File: config.mk
export PLATFORM = sky130hd
export DESIGN_NAME = qpc_ctrl_top
export DESIGN_NICKNAME = d
export VERILOG_FILES = /design/src/hw/qpc_pkg.sv /design/src/hw/qpc_mbx_if.sv /design/src/hw/qpc_step.sv /design/src/hw/qpc_mailbox.sv /design/src/hw/qpc_ctrl_top.sv
export SDC_FILE = /design/constraint.sdc
export NUM_CORES = 1
export LEC_CHECK = 0
export ABC_AREA = 1
export BUFFER_PORTS_ARGS = -buffer_cell sky130_fd_sc_hd__buf_2
export CELL_PAD_IN_SITES_DETAIL_PLACEMENT = 2
export CELL_PAD_IN_SITES_GLOBAL_PLACEMENT = 2
export CORE_ASPECT_RATIO = 2
export CORE_MARGIN = 4
export CORE_UTILIZATION = 29
export CTS_CLUSTER_DIAMETER = 200
export DETAILED_ROUTE_END_ITERATION = 12
export PLACE_DENSITY_LB_ADDON = 0.3
export SKIP_LAST_GASP = 1
export SLEW_MARGIN = 15
export SYNTH_ARGS = -nofsm -noshare
export SYNTH_HDL_FRONTEND = slang
export SYNTH_HIERARCHICAL = 1
export SYNTH_SLANG_ARGS = --single-unit
File: constraint.sdc
create_clock -name pclk -period 6.15 [get_ports pclk]
set_input_delay 0.3075 -clock pclk [delete_from_list [all_inputs] [get_ports pclk]]
set_output_delay 0.3075 -clock pclk [all_outputs]
set_load 0.02 [all_outputs]
File: src/hw/qpc_pkg.sv
// Shared constants and types for the four-port counter and mailbox control.
// Assumes nothing of its surroundings; every design file uses it.
package qpc_pkg;

  // ---------------------------------------------------------------------
  // Geometry
  // ---------------------------------------------------------------------
  localparam int QPC_PORTS = 4;
  localparam int QPC_AW = 16;

  // ---------------------------------------------------------------------
  // Reset values
  // ---------------------------------------------------------------------
  localparam logic [15:0] QPC_CNT_RST = 16'h0000;
  localparam logic [15:0] QPC_MASK_RST = 16'hFFFF;
  localparam logic [3:0] QPC_FLAG_EN_RST = 4'hF;

  // ---------------------------------------------------------------------
  // Mailboxes: port 0 owns the top word, each next port the word below.
  // ---------------------------------------------------------------------
  localparam logic [15:0] QPC_MBX_TOP = 16'hFFFF;

  function automatic logic [15:0] qpc_mbx_addr(input int unsigned idx);
    return QPC_MBX_TOP - idx[15:0];
  endfunction

  // ---------------------------------------------------------------------
  // APB register map (byte offsets) and field positions
  // ---------------------------------------------------------------------
  localparam logic [11:0] QPC_OFS_CTRL = 12'h000;
  localparam logic [11:0] QPC_OFS_STAT = 12'h004;
  localparam logic [11:0] QPC_OFS_CNT = 12'h010;
  localparam logic [11:0] QPC_OFS_MASK = 12'h020;
  localparam int QPC_CTRL_FLAG_EN_LSB = 0;
  localparam int QPC_STAT_MBX_LSB = 0;
  localparam int QPC_STAT_WRAP_LSB = 4;
  localparam int QPC_STAT_RB_LSB = 8;

  // ---------------------------------------------------------------------
  // Readback sequencer and source select
  // ---------------------------------------------------------------------
  typedef enum logic [1:0] {
    QPC_RB_IDLE = 2'b00,
    QPC_RB_NOP = 2'b01,
    QPC_RB_DRIVE = 2'b11
  } qpc_rb_t;

  typedef enum logic {
    QPC_SRC_CNT = 1'b0,
    QPC_SRC_MASK = 1'b1
  } qpc_src_t;

endpackage

File: src/hw/qpc_mbx_if.sv
// Access strobes from the port logic to the mailbox flags, and the flags back.
// Assumes all strobes are valid in the cycle before the edge that takes them.
`timescale 1ns/1ns

interface qpc_mbx_if;
  logic [qpc_pkg::QPC_PORTS-1:0] wr;
  logic [qpc_pkg::QPC_PORTS-1:0] rd;
  logic [qpc_pkg::QPC_AW-1:0] addr [qpc_pkg::QPC_PORTS];
  logic [qpc_pkg::QPC_PORTS-1:0] flag_n;

  modport ports (output wr, output rd, output addr, input flag_n);
  modport store (input wr, input rd, input addr, output flag_n);
endinterface

File: src/hw/qpc_step.sv
// Masked increment of one burst counter, with its wrap indication.
// Assumes the unmasked field is a contiguous run of low-order bits.
`timescale 1ns/1ns

module qpc_step (
  input wire logic [qpc_pkg::QPC_AW-1:0] count, // Present counter value.
  input wire logic [qpc_pkg::QPC_AW-1:0] mask, // Wrap mask, one marks a counting bit.
  output logic [qpc_pkg::QPC_AW-1:0] next_count, // Counter after one step.
  output logic wrap // High when the counting field returns to zero.
);
  import qpc_pkg::*;

  logic [QPC_AW-1:0] step;
  logic [QPC_AW-1:0] field_sum;

  // A cleared mask bit 0 freezes address bit 0, so the count moves by two.
  always_comb begin
    step = mask[0] ? 16'h0001 : 16'h0002;
    field_sum = ((count & mask) + step) & mask;
    next_count = (count & ~mask) | field_sum;
    wrap = (mask != 16'h0000) && (field_sum == 16'h0000);
  end
endmodule

File: src/hw/qpc_mailbox.sv
// Mailbox flags: one active-low flag per owning port.
// Assumes strobes and addresses of every port are synchronous to clk.
`timescale 1ns/1ns

module qpc_mailbox (
  input wire logic clk, // Port clock.
  input wire logic rst_n, // Asynchronous whole-device reset, active low.
  qpc_mbx_if.store mbx // Access strobes in, flags out.
);
  import qpc_pkg::*;

  logic [QPC_PORTS-1:0] flag_n;
  logic [QPC_PORTS-1:0] next_flag_n;
  logic [QPC_PORTS-1:0] set_hit;
  logic [QPC_PORTS-1:0] clr_hit;

  // A set in the same cycle as the owner's read wins, so no message is lost.
  always_comb begin
    for (int o = 0; o < QPC_PORTS; o++) begin
      set_hit[o] = 1'b0;
      for (int w = 0; w < QPC_PORTS; w++) begin
        if (w != o && mbx.wr[w] && mbx.addr[w] == qpc_mbx_addr(o)) begin
          set_hit[o] = 1'b1;
        end
      end
      clr_hit[o] = mbx.rd[o] && (mbx.addr[o] == qpc_mbx_addr(o));
      next_flag_n[o] = set_hit[o] ? 1'b0 : (clr_hit[o] ? 1'b1 : flag_n[o]);
    end
  end

  always_ff @(posedge clk or negedge rst_n) begin
    if (!rst_n) begin
      flag_n <= 4'hF;
    end else begin
      flag_n <= next_flag_n;
    end
  end

  assign mbx.flag_n = flag_n;
endmodule

File: src/hw/qpc_ctrl_top.sv
// Top of the four-port burst counter, wrap mask, readback and mailbox control.
// Assumes each port's host logic and the APB master are clocked by pclk.
`timescale 1ns/1ns

// Function
// A low device reset resets everything at once, independent of any clock; flag_en and read data here reset on presetn only.
// Reset clears every counter to zero and sets every wrap mask to ones.
// Reset raises mailbox and wrap flags and deselects registered controls.
// The host must reset the device after power-up before trusting state.
// The four top words are mailboxes, FFFF for port one downward.
// A write by a non-owner to a mailbox drives the owner's flag low.
// The owner reading its own mailbox returns its flag high.
// Flags set on the writer's edge and clear on the reader's edge.
// A non-owner read of a mailbox leaves its flag unchanged.
// Simultaneous writes to one mailbox still assert the owner's flag.
// A low counter load takes the port address into the counter.
// A low counter step advances the counter on every clock edge.
// The counter spans the masked range and wraps after its last address.
// A low counter clear zeroes only the counter, not the mask.
// Counter readback drives the counter value onto the address lines.
// Device reset beats clear; mask load beats counter load.
// Counter and mask operations ignore both chip enables.
// Readback inserts one idle cycle and floats data when the port is enabled.
// Counter readback wins over mask readback when both are requested.
// Readback requests are sampled on the owning port's clock.
// A low mask load takes the port address into the wrap mask.
// The wrap flag pulses low one cycle when the counting field wraps.
// Bits outside the mask keep their loaded value during steps.
// With every control high the counter holds, lowest priority.
// Each port owns its own counter, mask and flags.
module qpc_ctrl_top (
  input wire logic pclk, // Clock for APB and all ports.
  input wire logic presetn, // APB reset, asynchronous, active low.
  input wire logic device_reset_n, // Whole-device reset pin, asynchronous, active low.
  input wire logic [11:0] paddr, // APB byte address.
  input wire logic psel, // APB select.
  input wire logic penable, // APB access phase.
  input wire logic pwrite, // APB direction, high for write.
  input wire logic [31:0] pwdata, // APB write data.
  input wire logic [3:0] pstrb, // APB byte strobes.
  output logic [31:0] prdata, // APB read data.
  output logic pready, // APB ready.
  output logic pslverr, // APB error for unmapped offsets.
  input wire logic [qpc_pkg::QPC_PORTS-1:0][qpc_pkg::QPC_AW-1:0] addr_in, // Port address lines.
  input wire logic [qpc_pkg::QPC_PORTS-1:0] counter_load_n, // Load counter, low.
  input wire logic [qpc_pkg::QPC_PORTS-1:0] counter_step_n, // Step counter, low.
  input wire logic [qpc_pkg::QPC_PORTS-1:0] counter_clear_n, // Clear counter, low.
  input wire logic [qpc_pkg::QPC_PORTS-1:0] mask_load_n, // Load wrap mask, low.
  input wire logic [qpc_pkg::QPC_PORTS-1:0] counter_readback_n, // Read counter back, low.
  input wire logic [qpc_pkg::QPC_PORTS-1:0] mask_readback_n, // Read mask back, low.
  input wire logic [qpc_pkg::QPC_PORTS-1:0] chip_enable_low_active, // Enable, low.
  input wire logic [qpc_pkg::QPC_PORTS-1:0] chip_enable_high_active, // Enable, high.
  input wire logic [qpc_pkg::QPC_PORTS-1:0] write_n, // Port direction, low for write.
  output logic [qpc_pkg::QPC_PORTS-1:0][qpc_pkg::QPC_AW-1:0] addr_out, // Readback value.
  output logic [qpc_pkg::QPC_PORTS-1:0] addr_oe, // Drive address lines, high.
  output logic [qpc_pkg::QPC_PORTS-1:0] data_float, // Data lines forced off, high.
  output logic [qpc_pkg::QPC_PORTS-1:0] port_selected, // Registered chip enable.
  output logic [qpc_pkg::QPC_PORTS-1:0] port_writing, // Registered write access.
  output logic [qpc_pkg::QPC_PORTS-1:0] mailbox_flag_n, // Mailbox flags, low pending.
  output logic [qpc_pkg::QPC_PORTS-1:0] wrap_flag_n // Counter wrap flags, low pulse.
);
  import qpc_pkg::*;

  // -----------------------------------------------------------------------
  // Reset
  // -----------------------------------------------------------------------
  // Either reset clears port and mailbox state without a clock; APB registers need presetn.
  logic rst_n;

  assign rst_n = presetn & device_reset_n;

  // -----------------------------------------------------------------------
  // Per-port results gathered for the register file and the outputs
  // -----------------------------------------------------------------------
  logic [QPC_AW-1:0] cnt_v [QPC_PORTS];
  logic [QPC_AW-1:0] mask_v [QPC_PORTS];
  logic [QPC_AW-1:0] rb_addr_v [QPC_PORTS];
  logic [QPC_AW-1:0] acc_addr_v [QPC_PORTS];
  logic rb_oe_v [QPC_PORTS];
  logic rb_busy_v [QPC_PORTS];
  logic dfloat_v [QPC_PORTS];
  logic sel_v [QPC_PORTS];
  logic wsel_v [QPC_PORTS];
  logic wrap_v [QPC_PORTS];
  logic acc_wr_v [QPC_PORTS];
  logic acc_rd_v [QPC_PORTS];

  qpc_mbx_if mbx ();

  // -----------------------------------------------------------------------
  // Port logic, one copy per port
  // -----------------------------------------------------------------------
  for (genvar p = 0; p < QPC_PORTS; p++) begin : g_port
    logic [QPC_AW-1:0] count;
    logic [QPC_AW-1:0] next_count;
    logic [QPC_AW-1:0] mask;
    logic [QPC_AW-1:0] next_mask;
    logic [QPC_AW-1:0] step_count;
    logic step_wrap;
    logic wrap_n;
    logic next_wrap_n;
    logic rb_req;
    qpc_rb_t rb_state;
    qpc_rb_t next_rb_state;
    qpc_src_t rb_src;
    qpc_src_t next_rb_src;
    logic [QPC_AW-1:0] rb_addr;
    logic [QPC_AW-1:0] next_rb_addr;
    logic rb_oe;
    logic next_rb_oe;
    logic ce;
    logic acc;
    logic sel;
    logic next_sel;
    logic wsel;
    logic next_wsel;
    logic dfloat;
    logic next_dfloat;

    qpc_step u_step (
      .count(count),
      .mask(mask),
      .next_count(step_count),
      .wrap(step_wrap)
    );

    // Counter and mask controls in strict priority; chip enables take no part.
    always_comb begin
      next_count = count;
      next_mask = mask;
      next_wrap_n = 1'b1;
      rb_req = 1'b0;
      if (!counter_clear_n[p]) begin
        next_count = QPC_CNT_RST;
      end else if (!mask_load_n[p]) begin
        next_mask = addr_in[p];
      end else if (!counter_load_n[p]) begin
        next_count = addr_in[p];
      end else if (!counter_step_n[p]) begin
        next_count = step_count;
        next_wrap_n = ~step_wrap;
      end else if (!counter_readback_n[p] || !mask_readback_n[p]) begin
        rb_req = 1'b1;
      end
    end

    always_ff @(posedge pclk or negedge rst_n) begin
      if (!rst_n) begin
        count <= QPC_CNT_RST;
        mask <= QPC_MASK_RST;
        wrap_n <= 1'b1;
      end else begin
        count <= next_count;
        mask <= next_mask;
        wrap_n <= next_wrap_n;
      end
    end

    // Readback: the request edge is followed by one idle cycle, and the
    // value appears after the edge that ends it. A request held beyond that
    // keeps the lines driven and refreshed without another idle cycle.
    always_comb begin
      next_rb_state = rb_state;
      next_rb_src = rb_src;
      next_rb_addr = rb_addr;
      next_rb_oe = 1'b0;
      case (rb_state)
        QPC_RB_IDLE: begin
          if (rb_req) begin
            next_rb_state = QPC_RB_NOP;
            next_rb_src = counter_readback_n[p] ? QPC_SRC_MASK : QPC_SRC_CNT;
          end
        end
        QPC_RB_NOP: begin
          next_rb_state = QPC_RB_DRIVE;
          next_rb_addr = (rb_src == QPC_SRC_CNT) ? count : mask;
          next_rb_oe = 1'b1;
        end
        QPC_RB_DRIVE: begin
          if (rb_req) begin
            next_rb_src = counter_readback_n[p] ? QPC_SRC_MASK : QPC_SRC_CNT;
            next_rb_addr = counter_readback_n[p] ? mask : count;
            next_rb_oe = 1'b1;
          end else begin
            next_rb_state = QPC_RB_IDLE;
          end
        end
        default: begin
          next_rb_state = QPC_RB_IDLE;
        end
      endcase
    end

    always_ff @(posedge pclk or negedge rst_n) begin
      if (!rst_n) begin
        rb_state <= QPC_RB_IDLE;
        rb_src <= QPC_SRC_CNT;
        rb_addr <= QPC_CNT_RST;
        rb_oe <= 1'b0;
      end else begin
        rb_state <= next_rb_state;
        rb_src <= next_rb_src;
        rb_addr <= next_rb_addr;
        rb_oe <= next_rb_oe;
      end
    end

    // Memory access and registered enables. No access is made while a
    // readback is asked for or running, since the address lines are busy.
    always_comb begin
      ce = !chip_enable_low_active[p] && chip_enable_high_active[p];
      acc = ce && (rb_state == QPC_RB_IDLE) && !rb_req;
      next_sel = ce;
      next_wsel = acc && !write_n[p];
      next_dfloat = ce && (next_rb_state != QPC_RB_IDLE);
    end

    always_ff @(posedge pclk or negedge rst_n) begin
      if (!rst_n) begin
        sel <= 1'b0;
        wsel <= 1'b0;
        dfloat <= 1'b0;
      end else begin
        sel <= next_sel;
        wsel <= next_wsel;
        dfloat <= next_dfloat;
      end
    end

    // The access address is the one latched at this edge, so a mailbox
    // flag follows the same edge as the access that moves it.
    assign acc_wr_v[p] = acc && !write_n[p];
    assign acc_rd_v[p] = acc && write_n[p];
    assign acc_addr_v[p] = next_count;
    assign cnt_v[p] = count;
    assign mask_v[p] = mask;
    assign rb_addr_v[p] = rb_addr;
    assign rb_oe_v[p] = rb_oe;
    assign rb_busy_v[p] = (rb_state != QPC_RB_IDLE);
    assign dfloat_v[p] = dfloat;
    assign sel_v[p] = sel;
    assign wsel_v[p] = wsel;
    assign wrap_v[p] = wrap_n;
  end

  // -----------------------------------------------------------------------
  // Mailbox flags
  // -----------------------------------------------------------------------
  qpc_mailbox u_mailbox (
    .clk(pclk),
    .rst_n(rst_n),
    .mbx(mbx)
  );

  // -----------------------------------------------------------------------
  // APB register file
  // -----------------------------------------------------------------------
  logic [QPC_PORTS-1:0] flag_en;
  logic [QPC_PORTS-1:0] next_flag_en;
  logic [31:0] prdata_q;
  logic [31:0] next_prdata;
  logic [31:0] rd_word;
  logic mapped;

  // Unmapped offsets read as zero.
  always_comb begin
    rd_word = 32'h0000_0000;
    mapped = 1'b0;
    case (paddr)
      QPC_OFS_CTRL: begin
        mapped = 1'b1;
        rd_word[QPC_CTRL_FLAG_EN_LSB +: QPC_PORTS] = flag_en;
      end
      QPC_OFS_STAT: begin
        mapped = 1'b1;
        for (int i = 0; i < QPC_PORTS; i++) begin
          rd_word[QPC_STAT_MBX_LSB + i] = mbx.flag_n[i];
          rd_word[QPC_STAT_WRAP_LSB + i] = wrap_v[i];
          rd_word[QPC_STAT_RB_LSB + i] = rb_busy_v[i];
        end
      end
      default: begin
        for (int i = 0; i < QPC_PORTS; i++) begin
          if (paddr == QPC_OFS_CNT + 12'(4 * i)) begin
            mapped = 1'b1;
            rd_word[QPC_AW-1:0] = cnt_v[i];
          end
          if (paddr == QPC_OFS_MASK + 12'(4 * i)) begin
            mapped = 1'b1;
            rd_word[QPC_AW-1:0] = mask_v[i];
          end
        end
      end
    endcase
  end

  // Read data is captured in the setup phase, so the slave never waits.
  always_comb begin
    next_flag_en = flag_en;
    next_prdata = prdata_q;
    if (psel && !penable && !pwrite) begin
      next_prdata = rd_word;
    end
    if (psel && penable && pwrite && paddr == QPC_OFS_CTRL && pstrb[0]) begin
      next_flag_en = pwdata[QPC_CTRL_FLAG_EN_LSB +: QPC_PORTS];
    end
  end

  always_ff @(posedge pclk or negedge presetn) begin
    if (!presetn) begin
      flag_en <= QPC_FLAG_EN_RST;
      prdata_q <= 32'h0000_0000;
    end else begin
      flag_en <= next_flag_en;
      prdata_q <= next_prdata;
    end
  end

  assign prdata = prdata_q;
  assign pready = 1'b1;
  assign pslverr = psel && penable && !mapped;

  // -----------------------------------------------------------------------
  // Output and interface packing
  // -----------------------------------------------------------------------
  // A disabled mailbox flag output reads high; the
  // flag itself keeps running so software can still see it in the status.
  always_comb begin
    for (int i = 0; i < QPC_PORTS; i++) begin
      mbx.wr[i] = acc_wr_v[i];
      mbx.rd[i] = acc_rd_v[i];
      mbx.addr[i] = acc_addr_v[i];
      addr_out[i] = rb_addr_v[i];
      addr_oe[i] = rb_oe_v[i];
      data_float[i] = dfloat_v[i];
      port_selected[i] = sel_v[i];
      port_writing[i] = wsel_v[i];
      wrap_flag_n[i] = wrap_v[i];
      mailbox_flag_n[i] = mbx.flag_n[i] | ~flag_en[i];
    end
  end

endmodule

==> results.yml <==
clock_tree:
  clock_sinks: 248
  cts.htree.levels: 1
  ctsRootBufferMaster: "clkbuf_16"
  ctsResizeCount: 0
  clock_latency_ns: 0.60
  cts_tree: "yes"
  clk_pin_slew_ns: 0.06
  clk_path_buf_depth: 3
  cts_buffers: 28
yosys:
  synth_fa_ha_area_share_pct: 2.40
  synth_edf_count: 0
  synth_top_area_share_pct: 24.0
  synthTopCellsByArea: "dfrtp_1 (24%), dfstp_2 (11%), nand2_1 (9.5%)"
  syn-cell-area_sq_um: 17900
  yosysMostFrequentCell: "nand2_1"
  avgSynthCellArea_sq_um: 6.95
  synth_flop_cell: "dfrtp_1"
  yosys_warnings: 6
  synth_xor_area_share_pct: 0
  synth_cell_types: 49
  synthSimpleGateAreaFrac_pct: 28.7
  syn_inst: 2580
  ys_seq_elements: 248
  synth_compound_area_share_pct: 20.7
  synth.area.mux_share_pct: 0.649
  synth_common_cells: "nand2_1 (452), inv_1 (363), nor2_1 (354)"
  async_flop_share_pct: 100
  synth_top_family_by_area: "simple AND/OR/NAND/NOR gates"
  seq_area_frac_synth_pct: 35.1
  synth_top_area_cell: "dfrtp_1"
cells_and_area:
  fin_nets: 2979
  drive_above_1_share_pct: 19.1
  utilization_pct: 34.7
  design_area_sq_um: 21200
  fillers: 7429
  area_growth_syn_to_layout_pct: 18.3
hold_path:
  hp-class: "input port to register"
  holdPathStages: 2
timing:
  hold_viol: 0
  slew_headroom_pct: 24.5
  max_slew.worst_pin.slew_ns: 1.13
  post-route-period-util_pct: 63.1
  setup_viol: 0
  skew_ns: 0.0235
  setup_slack_ns: 2.27
  fmaxAchievable_mhz: 258
  min_period_ns: 3.88
  fin_setup_tns_ns: 0
  rsz0062_at_grt: "no"
  drv_slew: 0
global_routing:
  gr-total-overflow: 0
  first_global_vias: 22000
  grt_usage_pct: 25.5
  antenna_found_initial: 6
  grt_max_degree: 124
  grt_pass1_wl_um: 131000
placed_design:
  place.port_buffers: 227
  dpl_worst_slack_ns: 2.44
  dp_hpwl_um: 68900
  place_area_sq_um: 19400
  finalWeightedCongestion: 0.948
drt:
  drtIter0Drc: 805
  wirelength_um: 87100
  vias: 19500
  drt-pass1-iter-count: 5
  drcViolationCount: 0
  routed_via_density: 5.41
  routedWlPerCell_um: 24.2
  ant_nets: 0
setup_path:
  critPathTopFamily: "simple AND/OR/NAND/NOR gates"
  reg2reg_depth: 14
  cp.depth: 14
  cp_data_arrival_time_ns: 4.40
  crit_buf_inv: 3
  cp_cell_sequence: "ha_1, inv_1, fa_1, nor2_2, nand3_2, clkinv_2, nand2_1, nand3_1, nand2_1, nor2_1, nand3_1, nor2_1, nand4_1, dlygate4sd3_1"
  startpoint_type: "register"
  crit_path_max_fanout: 7
  cp.required_ns: 6.67
  slowest_delay_ns: 0.64
  critPathCaptureType: "register"
  cpMaxStageDelayCell: "dfstp_2"
  crit_type: "register to register"
flow_run:
  drv_cap: 0
power:
  p_leak_nw: 9.90
  vdd_drop_max_uv: 202
  powerDensity_nw_per_um2: 322
die:
  coreArea_sq_um: 61200
  num_rows: 128
  die_x_um: 184
  start_util_pct: 29.3
  die_h_um: 360
  die_area_sq_um: 66200
  io-pin-count: 276
run_status:
  status: "finished, final reports clean"
-- final cells by class --
type                    instances  area (sq um)  share of cell area (%)
multi-input cells            1813          9490                    44.7
flip-flops and latches        248          6300                    29.7
repair buffers                316          2030                    9.55
inverters                     386          1460                    6.87
well taps                     780           976                    4.60
clock buffers                  41           831                    3.91
clock inverters                11           130                   0.613
diodes                          3          7.51                  0.0354
-- path summary, 6_finish.rpt --
kind                              startpoint  slack (ns)                   end
max reg2reg                g_port[3].mask[0]        2.27      g_port[3].wrap_n
max in group asynchronous            presetn        3.76  g_port[0].rb_addr[3]
min in group asynchronous            presetn        0.30            prdata[11]
max                        g_port[3].mask[0]        2.27      g_port[3].wrap_n
min reg2reg                        prdata[9]        0.48             prdata[9]
min                               write_n[3]        0.03        g_port[3].wsel
-- sequential cells by signal (all words and copies together) (netlist names), 8 cells and up --
signal,cells
g_port.count,64
g_port.mask,64
g_port.rb_addr,64
g_port.rb_state,8
prdata,16
-- timing repair --
action,in CTS,in global routing
hold buffers,79,0
hold endpoints to repair,121,0
setup buffers,0,0
-- per-stage QoR --
stage / power [mW] / instances / hold WS, ns
finish: 6.84 / 3598 / 0.0348
global route: 7.28 / 3597 / 0.0339
CTS: 6.93 / 3595 / 0.00284
detailed placement: 5.01 / 3464 / 0.349
global placement: 4.87 / 3464 / 0.347
floorplan: 4.06 / 2595 / 0.0119
-- metal layers --
metal  share of wire (%)  track usage (%)  wire length [um]  vias up
met5              0.0080                0                 7        -
met4                 7.1             15.1              6150        2
met3                 3.6             2.63              3150      237
met2                  55             49.3             47500      515
met1                  35             25.7             30300     9822
li1                    -                -                 -     8889
-- cells by family (layout without fill, tap and decap cells) --
group,after synthesis,count (layout)
AND/OR/NAND/NOR,1130,1130
AO/OA/AOI/OAI,625,625
buffers and inverters,534,754
flip-flops,248,248
adder cells (fa/ha/maj),32,32
multiplexers,9,9
other,2,20
-- layout by cell type, fill, tap and decap left out, drive strengths merged --
master,netlist,routed
dfstp,76,76
clkbuf,67,41
ha,28,28
conb,2,17
clkinvlp,0,1
buf,81,237
o21ai,176,176
nand2,506,506
and2,1,1
nor4,1,1
o22ai,71,71
a211oi,19,19
mux2,9,9
or2,2,2
a21oi,186,186
bufinv,0,3
o211ai,49,49
nand4,24,24
fa,4,4
nand3,170,170
nand3b,6,6
o21bai,4,4
a221oi,47,47
dfrtp,172,172
inv,379,378
a21boi,3,3
diode,0,3
clkinv,7,15
and3,5,5
nor3,8,8
o31ai,4,4
dlygate4sd3,0,79
nor2,407,407
a31oi,66,66
-- where the power goes --
part / total (mW) / switching, mW / internal (mW)
clock: 1.83 / 0.776 / 1.06
combinational: 2.43 / 1.63 / 0.804
sequential: 2.58 / 0.532 / 2.05
total: 6.84 / 2.94 / 3.91
Note: power is estimated with default switching activity, not from simulation.
